$ cat src/pkg/dram_train_pkg.sv
// Shared constants and carriers for the SDRAM training logic
package dram_train_pkg;

  // Timing
  localparam int CLK_MHZ = 125;
  // Longest feedback delay after the sampling strobe edge, in ns
  localparam int WLO_NS  = 16;
  localparam int WLO_CYC = (WLO_NS * CLK_MHZ / 1000) < 1 ? 1 :
                           (WLO_NS * CLK_MHZ / 1000);

  // Register byte offsets
  localparam logic [4:0] ADR_CTRL   = 5'h00;
  localparam logic [4:0] ADR_STATUS = 5'h04;
  localparam logic [4:0] ADR_MR1    = 5'h08;
  localparam logic [4:0] ADR_MR3    = 5'h0C;

  // Control register fields
  localparam int CTRL_FB_ALL_BIT = 0;
  localparam int CTRL_COPY_BIT   = 1;
  localparam int CTRL_RL_LSB     = 8;
  localparam logic [3:0] RL_RESET = 4'h6;

  // Mode register fields and command address bits
  localparam int MR1_WL_BIT   = 7;
  localparam int MR1_QOFF_BIT = 12;
  localparam int MR3_PAT_BIT  = 2;
  localparam int RD_ORDER_BIT = 2;
  localparam int RD_BC_BIT    = 12;
  localparam logic [1:0] MR0_BL_OTF = 2'h1;
  localparam logic [1:0] MR0_BL_BC4 = 2'h2;
  localparam logic [1:0] LOC_PATTERN = 2'h0;
  localparam logic [2:0] BA_MR0 = 3'h0;
  localparam logic [2:0] BA_MR1 = 3'h1;
  localparam logic [2:0] BA_MR3 = 3'h3;

  // Burst figures and the predefined alternating pattern
  localparam logic [3:0] BEATS_BL8 = 4'h8;
  localparam logic [3:0] BEATS_BC4 = 4'h4;
  localparam logic [7:0] PATTERN   = 8'hAA;

  typedef enum logic [1:0] {
    RD_IDLE  = 2'h0,
    RD_WAIT  = 2'h1,
    RD_BURST = 2'h3
  } rd_state_t;

  typedef struct packed {
    logic        cs_n;
    logic        ras_n;
    logic        cas_n;
    logic        we_n;
    logic [2:0]  ba;
    logic [14:0] a;
  } cmd_pins_t;

  typedef struct packed {
    logic        ck;
    logic        dqs;
    logic        odt;
    cmd_pins_t   cmd;
  } pins_in_t;

  typedef struct packed {
    logic [15:0] dq;
    logic [15:0] dq_oe;
    logic        rtt_dqs;
    logic        rtt_dq;
  } pad_out_t;

  typedef struct packed {
    pins_in_t    sync1;
    pins_in_t    sync2;
    logic        ck_d;
    logic        dqs_d;
    logic [1:0]  mr0_bl;
    logic [14:0] mr1;
    logic [2:0]  mr3;
    logic        fb_all;
    logic        copy_all;
    logic [3:0]  rl;
    logic [3:0]  pend_cnt;
    logic        pend_val;
    logic        fb;
    logic        sampled;
    rd_state_t   rd_state;
    logic [3:0]  rd_cnt;
    logic [2:0]  beat;
    logic [3:0]  left;
    logic        bc;
    pad_out_t    pad;
    logic        ack;
    logic [31:0] dat;
  } state_t;

endpackage

$ cat src/dram_train_dev.sv
// Device-side write leveling and calibration pattern readout
`timescale 1ns/100ps
// What this block does
// - MR1 A7 set enters, cleared leaves leveling
// - Leveling: ODT switches strobe termination only
// - MR1 A12 one disables output drivers
// - Leveling exit MRS may change other bits
// - Rising strobe samples clock, feedback after delay
// - Feedback on bit 0 of each lane, others held low unless fb_all set
// - MR3 A2 set enables pattern register
// - Reads redirect to pattern register, A2 clears
// - Read with autoprecharge acts as plain read
// - Bit 0 of each lane carries pattern
// - Column A2 picks nibble order for chops
// - Chop bit honoured on the fly, rest ignored
// - Pattern reads use regular read latency
// - Burst bit 0 is pattern LSB
// - Location zero returns alternating zero-one pattern
// - A12 low chops burst to four beats
module dram_train_dev
  import dram_train_pkg::*;
#(
  parameter logic [3:0] RL_DEFAULT = RL_RESET
) (
  input  wire logic        i_clk,
  input  wire logic        i_resetn,
  input  wire logic        i_wb_cyc,
  input  wire logic        i_wb_stb,
  input  wire logic        i_wb_we,
  input  wire logic [4:0]  i_wb_adr,
  input  wire logic [3:0]  i_wb_sel,
  input  wire logic [31:0] i_wb_dat,
  output      logic [31:0] o_wb_dat,
  output      logic        o_wb_ack,
  input  wire logic        i_ck,
  input  wire logic        i_dqs,
  input  wire logic        i_odt,
  input  wire cmd_pins_t   i_cmd,
  output      pad_out_t    o_pad,
  output      logic        o_wl_active,
  output      logic        o_pattern_active
);

  localparam int FB_LAT = WLO_CYC + 2;

  state_t   st_ff;
  state_t   nxt_st;
  pins_in_t pins_now;
  logic     ck_rise;
  logic     dqs_rise;
  logic     cmd_sel;
  logic     is_mrs;
  logic     is_rd;
  logic     wb_go;
  logic     lvl_on;
  logic     qoff;
  logic     bit_now;

  // Refuse a feedback delay the pending counter cannot hold
  if (WLO_CYC > 15 || RL_DEFAULT == 4'h0) begin : g_bad_cfg
    $error("dram_train_dev: unsupported delay or latency");
  end

  ////////////////////////////////////////////////////////////////////////
  // Pin sampling and command decode

  // All pins arrive from the controller, so all are synchronised
  assign pins_now = '{ck: i_ck, dqs: i_dqs, odt: i_odt, cmd: i_cmd};

  // Commands are taken at the clock edge found after synchronising;
  // the controller keeps them steady around that edge
  assign ck_rise  = st_ff.sync2.ck & ~st_ff.ck_d;
  assign dqs_rise = st_ff.sync2.dqs & ~st_ff.dqs_d;
  assign cmd_sel  = ck_rise & ~st_ff.sync2.cmd.cs_n;
  assign is_mrs   = cmd_sel & ~st_ff.sync2.cmd.ras_n &
                    ~st_ff.sync2.cmd.cas_n & ~st_ff.sync2.cmd.we_n;
  // Autoprecharge bit is not looked at, so RDA is a plain read
  assign is_rd    = cmd_sel & st_ff.sync2.cmd.ras_n &
                    ~st_ff.sync2.cmd.cas_n & st_ff.sync2.cmd.we_n;
  assign wb_go    = i_wb_cyc & i_wb_stb & ~st_ff.ack;
  assign lvl_on   = st_ff.mr1[MR1_WL_BIT];
  assign qoff     = st_ff.mr1[MR1_QOFF_BIT];

  // Current pattern bit; reserved locations read as zero
  assign bit_now  = (st_ff.mr3[1:0] == LOC_PATTERN) ?
                    PATTERN[st_ff.beat] : 1'b0;

  ////////////////////////////////////////////////////////////////////////
  // Next-state logic

  // One process for the whole block state
  always_comb begin
    nxt_st       = st_ff;
    nxt_st.sync1 = pins_now;
    nxt_st.sync2 = st_ff.sync1;
    nxt_st.ck_d  = st_ff.sync2.ck;
    nxt_st.dqs_d = st_ff.sync2.dqs;

    // Mode register writes; the whole MR1 word is taken, so the
    // leveling exit may change any other field at once
    if (is_mrs) begin
      unique case (st_ff.sync2.cmd.ba)
        BA_MR0: nxt_st.mr0_bl = st_ff.sync2.cmd.a[1:0];
        BA_MR1: begin
          nxt_st.mr1 = st_ff.sync2.cmd.a;
          if (st_ff.sync2.cmd.a[MR1_WL_BIT] != lvl_on) begin
            nxt_st.sampled  = 1'b0;
            nxt_st.pend_cnt = 4'h0;
          end
        end
        BA_MR3: nxt_st.mr3 = st_ff.sync2.cmd.a[2:0];
        default: nxt_st.mr3 = st_ff.mr3;
      endcase
    end

    // Strobe edge captures clock level, released after the delay
    if (dqs_rise && lvl_on) begin
      nxt_st.pend_cnt = WLO_CYC[3:0];
      nxt_st.pend_val = st_ff.sync2.ck;
    end else if (st_ff.pend_cnt != 4'h0) begin
      nxt_st.pend_cnt = st_ff.pend_cnt - 4'h1;
      if (st_ff.pend_cnt == 4'h1) begin
        nxt_st.fb      = st_ff.pend_val;
        nxt_st.sampled = 1'b1;
      end
    end

    // Pattern read sequencer; a read arriving mid-burst is dropped
    unique case (st_ff.rd_state)
      RD_IDLE: begin
        if (is_rd && st_ff.mr3[MR3_PAT_BIT]) begin
          // Chop bit only counts when MR0 allows on-the-fly
          nxt_st.bc = (st_ff.mr0_bl == MR0_BL_OTF) ?
                      ~st_ff.sync2.cmd.a[RD_BC_BIT] :
                      (st_ff.mr0_bl == MR0_BL_BC4);
          // Bank bits, A10 and other column bits are not used
          nxt_st.beat = nxt_st.bc ?
                        {st_ff.sync2.cmd.a[RD_ORDER_BIT], 2'h0} :
                        3'h0;
          nxt_st.left = nxt_st.bc ? BEATS_BC4 : BEATS_BL8;
          nxt_st.rd_cnt   = st_ff.rl;
          nxt_st.rd_state = RD_WAIT;
        end
      end
      RD_WAIT: begin
        if (st_ff.rd_cnt <= 4'h1) begin
          nxt_st.rd_state = RD_BURST;
        end else begin
          nxt_st.rd_cnt = st_ff.rd_cnt - 4'h1;
        end
      end
      RD_BURST: begin
        nxt_st.beat = st_ff.beat + 3'h1;
        nxt_st.left = st_ff.left - 4'h1;
        if (st_ff.left == 4'h1) begin
          nxt_st.rd_state = RD_IDLE;
        end
      end
      default: nxt_st.rd_state = RD_IDLE;
    endcase

    // Pad drive: burst first, then leveling feedback
    nxt_st.pad.rtt_dqs = st_ff.sync2.odt;
    nxt_st.pad.rtt_dq  = st_ff.sync2.odt & ~lvl_on;
    nxt_st.pad.dq      = 16'h0000;
    nxt_st.pad.dq_oe   = 16'h0000;
    if (st_ff.rd_state == RD_BURST) begin
      nxt_st.pad.dq_oe = qoff ? 16'h0000 : 16'hFFFF;
      for (int i = 0; i < 16; i++) begin
        if (i % 8 == 0 || st_ff.copy_all) begin
          nxt_st.pad.dq[i] = bit_now;
        end
      end
    end else if (lvl_on && st_ff.sampled) begin
      // Before the first sample the pins stay undriven
      nxt_st.pad.dq_oe = qoff ? 16'h0000 : 16'hFFFF;
      for (int i = 0; i < 16; i++) begin
        if (i % 8 == 0 || st_ff.fb_all) begin
          nxt_st.pad.dq[i] = st_ff.fb;
        end
      end
    end

    // Register bus: single-cycle registered acknowledge
    nxt_st.ack = wb_go;
    if (wb_go) begin
      unique case (i_wb_adr)
        ADR_CTRL:   nxt_st.dat = {20'h0, st_ff.rl, 6'h0,
                                  st_ff.copy_all, st_ff.fb_all};
        ADR_STATUS: nxt_st.dat = {25'h0, st_ff.rd_state,
                                  st_ff.sampled, st_ff.fb, qoff,
                                  st_ff.mr3[MR3_PAT_BIT], lvl_on};
        ADR_MR1:    nxt_st.dat = {17'h0, st_ff.mr1};
        ADR_MR3:    nxt_st.dat = {27'h0, st_ff.mr0_bl, st_ff.mr3};
        default:    nxt_st.dat = 32'h0000_0000;
      endcase
      if (i_wb_we && i_wb_adr == ADR_CTRL) begin
        if (i_wb_sel[0]) begin
          nxt_st.fb_all   = i_wb_dat[CTRL_FB_ALL_BIT];
          nxt_st.copy_all = i_wb_dat[CTRL_COPY_BIT];
        end
        // Zero latency would collapse the wait state, so keep one
        if (i_wb_sel[1]) begin
          nxt_st.rl = (i_wb_dat[CTRL_RL_LSB +: 4] == 4'h0) ? 4'h1 :
                      i_wb_dat[CTRL_RL_LSB +: 4];
        end
      end
    end
  end

  ////////////////////////////////////////////////////////////////////////
  // State register

  // Asynchronous reset loads constants only
  always_ff @(posedge i_clk or negedge i_resetn) begin
    if (!i_resetn) begin
      st_ff    <= '0;
      st_ff.rl <= RL_DEFAULT;
      // Idle chip select, so no phantom command after release
      st_ff.sync1.cmd.cs_n <= 1'b1;
      st_ff.sync2.cmd.cs_n <= 1'b1;
    end else begin
      st_ff <= nxt_st;
    end
  end

  // Outputs straight from the state flops
  assign o_pad            = st_ff.pad;
  assign o_wb_ack         = st_ff.ack;
  assign o_wb_dat         = st_ff.dat;
  assign o_wl_active      = st_ff.mr1[MR1_WL_BIT];
  assign o_pattern_active = st_ff.mr3[MR3_PAT_BIT];
endmodule

$ cat config.mk
export PLATFORM = sky130hd
export DESIGN_NAME = dram_train_dev
export DESIGN_NICKNAME = d
export VERILOG_FILES = /design/src/pkg/dram_train_pkg.sv /design/src/dram_train_dev.sv
export SDC_FILE = /design/constraint.sdc
export NUM_CORES = 1
export LEC_CHECK = 0
export BUFFER_PORTS_ARGS = -buffer_cell sky130_fd_sc_hd__buf_2
export CORE_MARGIN = 1.5
export CORE_UTILIZATION = 30
export DETAILED_ROUTE_END_ITERATION = 7
export SETUP_SLACK_MARGIN = 0.15
export SLEW_MARGIN = 20
export SYNTH_ARGS = -nofsm -noshare
export SYNTH_HDL_FRONTEND = slang
export SYNTH_SLANG_ARGS = --single-unit
export TNS_END_PERCENT = 1
$ cat constraint.sdc
create_clock -name i_clk -period 2 [get_ports i_clk]
set_input_delay 0.2 -clock i_clk [delete_from_list [all_inputs] [get_ports i_clk]]
set_output_delay 0.2 -clock i_clk [all_outputs]
set_load 0.05 [all_outputs]
==> results of run 1 <==
==> registers in the layout, indices dropped and copies added, names as in the netlist <==
name,count
o_wb_ack,1
nxt_st,28
o_pattern_active,1
o_wb_dat,15
st_ff,65
o_wl_active,1
qoff,1
o_pad,5
==> worst paths after layout <==
kind	cells after the start	startpoint	to	slack, ns
max	4	o_wb_ack	st_ff[90]	0.24
min	2	i_wb_dat[1]	st_ff[92]	0.04
max reg2reg	4	o_wb_ack	st_ff[90]	0.24
min reg2reg	0	nxt_st[125]	st_ff[125]	0.35
max in group asynchronous	3	i_resetn	nxt_st[137]	1.10
min in group asynchronous	2	i_resetn	o_pad[0]	0.28
==> repair_timing <==
| action | 4_1_cts | 5_1_grt |
|---|---|---|
| buffers inserted | 0 | 0 |
| hold endpoints to repair | 54 | 0 |
| hold buffers | 26 | 0 |
| setup endpoints to repair | 0 | 5 |
==> through the flow <==
stage / instances / util [%] / hold slack, ns
floorplan: 390 / - / -0.0956
global placement: 636 / 32.9 / 0.169
detailed placement: 636 / 32.9 / 0.175
CTS: 694 / 38.3 / 0.0374
global route: 694 / 38.3 / 0.0377
finish: 694 / 38.3 / 0.0396
==> power groups by stage <==
stage / clock network, mW / registers, mW / logic [mW]
after floorplan: 0 / 2.60 / 0.334
after global placement: 0 / 2.61 / 0.460
after detailed placement: 0 / 2.62 / 0.478
after CTS: 3.05 / 2.58 / 0.518
after global routing: 3.18 / 2.59 / 0.564
final: 2.99 / 2.58 / 0.511
==> placed cells by master, fill, tap and decap left out, types with 4 or more instances in the layout <==
cell type,n
conb_1,17
ha_1,4
clkbuf_16,17
buf_2,93
inv_1,8
a22oi_1,5
inv_6,5
nand2_1,29
nand2b_1,4
o21ai_0,16
mux2_2,29
nor2b_1,4
dlygate4sd3_1,26
clkinv_4,5
mux2i_1,9
buf_4,10
nor2_1,10
a21oi_1,6
nand3_1,9
a22o_1,6
nor3_1,7
dfrtp_1,112
dfstp_2,4
==> per-layer routing <==
metal	track usage (%)	wire (um)
met5	0	0
met1	14.6	3940
met3	4.17	537
met2	20.0	4620
met4	3.57	58
==> worst reg2reg max path: stages (launching register included) <==
cell      delay (ns)
dfrtp_2         0.39
nand3b_4        0.16
or4_4           0.52
nor3_4          0.25
mux2_2          0.37
==> final cells by class <==
cell class | count | area [sq um] | area share [%]
clock buffer | 17 | 425 | 7.04
clock inverter | 15 | 171 | 2.84
inverter | 8 | 30.0 | 0.497
multi-input combinational | 190 | 1370 | 22.7
sequential | 117 | 2930 | 48.6
tap | 216 | 270 | 4.47
timing repair buffer | 131 | 841 | 13.9
==> kinds of logic after synthesis <==
kind of cell,after synthesis
flops,117
other cells,1
mux,41
compound gates,47
simple gates,80
fa+ha+maj,4
xor+xnor,1
buf+inv,83
==> qor.csv, run 1 <==
stage,metric,value,unit
drt,# DRC,0,
power,Internal,4.56,mW
synthesis,Compound-Gate Fraction of Synth Area,6.63,%
die,Core ar.,0.0158,sq mm
drt,DR vias/cell,4.35,
synthesis,post-synthesis xor/xnor area fraction,0.183,%
drt,ANT nets after route,0,
synthesis,simple-gate share of the synthesized area,9.27,%
power,combinational cell fraction of total power,8.4,%
timing,final setup fails,0,
timing,"Slew Viols, Final",0,
job,Max Cap Violations,0,
finish,design area,0.00604,sq mm
finish,layout cell share with drive strength beyond 1,38.3,%
finish,number of diodes,0,
synthesis,Post-synth EDFFs,0,
clocking,Root Buffer,clkbuf_16,
clocking,Num Clock Sinks,117,
die,DIE AREA,0.0167,sq mm
timing,clock period minus worst slack,1.76,ns
drt,final wirelength,9.15,mm
worst_setup_path,kind of cell adding the most delay to the critical path,simple AND/OR/NAND/NOR gates,
timing,RSZ-0062 raised after global routing,true,
timing,Fmax,0.567,GHz
die,Die X,129,um
synthesis,Synth Instances,374,
clocking,Resized cells post-CTS,0,
synthesis,register area share after synthesis,61.2,%
synthesis,mux cell area share after synthesis,9.87,%
synthesis,#FFs+latches synth,117,
power,NetSw,1.52,mW
place,Place WS,0.214,ns
synthesis,Post-synth ARST share,100,%
power,sequential power share,42.4,%
worst_setup_path,CP max stage cell,or4_4,
global_routing,initial antenna violation count,0,
die,num rows,46,
global_routing,largest net degree at the start of global routing,40,
global_routing,first-pass GRT wire length,15.1,mm
drt,vias,3017,
synthesis,Yosys cell types,47,
place,HPWL Detailed,6.69,mm
worst_setup_path,kind of critical path,register to register,
timing,"Hold Violations, Final",0,
global_routing,total track usage,11.9,%
synthesis,yosys warns,0,
synthesis,top-count cell post-synth,dfrtp_1,
power,Clock Power Share,49.2,%
global_routing,vias in the first global route,3021,
clocking,CTS H-tree depth,4,
worst_setup_path,Crit path arrival time,2.09,ns
clocking,worst skew pair latency,0.41,ns
clocking,cts bufs inserted,17,
worst_setup_path,crit path cell chain,nand3b_4 > or4_4 > nor3_4 > mux2_2,
place,IO buf count,94,
synthesis,main combinational cell family by area after synthesis,buffers and inverters,
worst_setup_path,Worst Path Buf+Inv,0,
synthesis,Post-synth top cells,"dfrtp_1, buf_4, mux2_2",
min_path,Hold WC Path Type,input port to register,
synthesis,cell taking the most area after synthesis,dfrtp_1,
status,run status,"finished, final reports clean",
power,P_leak,3.02,nW
timing,setup_tns,0,ns
worst_setup_path,CP required,2.33,ns
place,DP Area,0.00519,sq mm
synthesis,synth top area cells,"dfrtp_1, buf_4, mux2_2",
synthesis,post-synth top area share,59.0,%
worst_setup_path,CP Capture Type,register,
place,Routability Congestion,0.764,
power,Power Density,1010,mW/mm^2
power,total power,6.07,mW
timing,Clock Skew,0.00772,ns
worst_setup_path,startpoint types,register,
synthesis,adder-cell area share of the yosys netlist,1.04,%
drt,WL/cell,13.2,um
drt,drt initial violations,120,
clocking,CTS tree,done,
die,Starting Density,30.4,%
finish,Fillers,1515,
clocking,clk slew on worst S/H paths,0.06,ns
synthesis,synthesized area,0.00479,sq mm
timing,final worst path period share,88.1,%
worst_setup_path,CP max stage delay,0.52,ns
finish,P&R area growth vs syn,26.1,%
finish,# nets final,540,
power,VDD IR max,0.642,mV
global_routing,total congestion overflow,0,
drt,DRT Pass-1 Iters,4,
timing,fin worst setup slack,0.237,ns
synthesis,"Avg Cell Area, Syn",12.8,sq um
clocking,CTS max path bufs,2,
die,Die H,129,um
power,sw frac,25.0,%
die,IO Pins,140,
synthesis,Synth Flop Type,dfrtp_1,
worst_setup_path,Crit Path Max Fanout,7,
Note: power is estimated with default switching activity, not from simulation.
==> run 2, diff against run 1 <==
PLACE_DENSITY = 0.53   (was unset)
SKIP_CTS_REPAIR_TIMING = 1   (was unset)
==> run 2 against run 1 <==
  * Clock power barely moved
  * Wire length is 2.5% higher
  * Critical endpoint unchanged
  * Global-route usage barely moved
  * Largest cell class unchanged
  * Highest routed layer unchanged
  * Die area unchanged
==> qor.csv, run 2 (synthesis gave the netlist of run 1 again) <==
stage,metric,value,unit
status,run status,"finished, final reports clean",
drt,final wirelength,9.38,mm
worst_setup_path,CP required,2.33,ns
timing,fin worst setup slack,0.198,ns
power,P_leak,2.99,nW
drt,WL/cell,13.5,um
worst_setup_path,crit path cell chain,nand3b_4 > or4_4 > nor3_4 > mux2_2,
finish,number of diodes,0,
timing,final setup fails,0,
global_routing,routing usage on met1,15.1,%
global_routing,GR Util met3,3.88,%
worst_setup_path,Crit path arrival time,2.13,ns
die,Starting Density,30.4,%
global_routing,largest net degree at the start of global routing,73,
timing,final worst path period share,90.1,%
finish,Multi-input gate area,0.00137,sq mm
finish,P&R area growth vs syn,25.7,%
place,Routability Congestion,0.748,
min_path,Hold WC Path Type,input port to register,
place,IO buf count,94,
timing,setup_tns,0,ns
die,Core ar.,0.0158,sq mm
worst_setup_path,CP Capture Type,register,
drt,DRT Pass-1 Iters,4,
worst_setup_path,kind of critical path,register to register,
finish,Reg with most FFs,st_ff,
drt,ANT nets after route,0,
timing,Fmax,0.555,GHz
global_routing,Top Usage Layer GRT,met2,
place,Place WS,0.189,ns
power,VDD IR max,0.778,mV
global_routing,total congestion overflow,0,
timing,"Hold Violations, Final",0,
worst_setup_path,startpoint types,register,
global_routing,first-pass GRT wire length,14.9,mm
finish,# nets final,540,
global_routing,initial antenna violation count,0,
die,DIE AREA,0.0167,sq mm
clocking,Root Buffer,clkbuf_16,
clocking,cts bufs inserted,17,
die,Die H,129,um
finish,layout cell share with drive strength beyond 1,38.3,%
worst_setup_path,CP max stage delay,0.53,ns
global_routing,total track usage,11.9,%
drt,# DRC,0,
finish,"commonest non-fill, non-tap cell in the layout",dfrtp_1,
job,Max Cap Violations,0,
die,Die X,129,um
timing,"Slew Viols, Final",0,
drt,vias,2923,
place,HPWL Detailed,6.56,mm
global_routing,GRT met2 Usage,18.9,%
die,num rows,46,
worst_setup_path,Crit Path Max Fanout,7,
timing,RSZ-0062 raised after global routing,true,
drt,drt initial violations,122,
die,IO Pins,140,
timing,Clock Skew,0.00670,ns
finish,FF+latch area,0.00293,sq mm
clocking,CTS H-tree depth,4,
clocking,Num Clock Sinks,117,
finish,Fillers,1518,
clocking,clk slew on worst S/H paths,0.06,ns
finish,Final Core Density,38.2,%
clocking,CTS tree,done,
drt,DR vias/cell,4.21,
worst_setup_path,CP max stage cell,or4_4,
clocking,CTS max path bufs,2,
timing,clock period minus worst slack,1.80,ns
global_routing,vias in the first global route,2861,
power,Power Density,1000,mW/mm^2
clocking,worst skew pair latency,0.40,ns
finish,"commonest non-fill, non-tap cells in the layout","dfrtp_1, buf_2, nand2_1, mux2_2, dlygate4sd3_1",
finish,Largest register FFs,65,
run 2: path summary, 6_finish.rpt:
check | slack, ns | to | cells after the start | from
setup / recovery | 0.20 | st_ff[90] | 4 | o_wb_ack
hold / removal | 0.04 | st_ff[89] | 2 | i_wb_dat[9]
setup reg to reg | 0.20 | st_ff[90] | 4 | o_wb_ack
hold reg to reg | 0.34 | st_ff[127] | 0 | nxt_st[127]
max in group asynchronous | 1.03 | st_ff[89] | 3 | i_resetn
min in group asynchronous | 0.24 | o_pad[1] | 2 | i_resetn
run 2: per-layer routing:
metal | up-vias | wire (um)
met5 | - | 0
met4 | 0 | 69
met3 | 7 | 495
met2 | 94 | 4540
met1 | 1434 | 4270
li1 | 1388 | -
run 2: layout make-up:
class                           count  share of cell area (%)
Inverter                            8                   0.498
Sequential cell                   117                    48.7
Tap cell                          216                    4.48
Timing Repair Buffer              131                    13.7
Multi-Input combinational cell    190                    22.8
Clock buffer                       18                    7.29
Clock inverter                     14                    2.55
run 2: worst max-delay path, delay by kind of cell (launching register included):
family	cells	cell delay, ns
simple gates	3	0.96
flops	1	0.39
mux	1	0.37
run 2: report_power, final:
part / switching, mW / internal [mW] / total [mW]
registers: 0.0848 / 2.49 / 2.58
clock network: 1.10 / 1.87 / 2.97
logic: 0.303 / 0.198 / 0.500
run 2: metrics by stage:
step / area [sq um] / std cells / power, mW / hold WS, ns
floorplan: 4870 / 390 / 2.93 / -0.0956
global placement: 5170 / 636 / 3.07 / 0.124
detailed placement: 5170 / 636 / 3.08 / 0.126
CTS: 5770 / 668 / 6.08 / -0.304
global route: 6030 / 694 / 6.31 / 0.0318
finish: 6030 / 694 / 6.04 / 0.0444
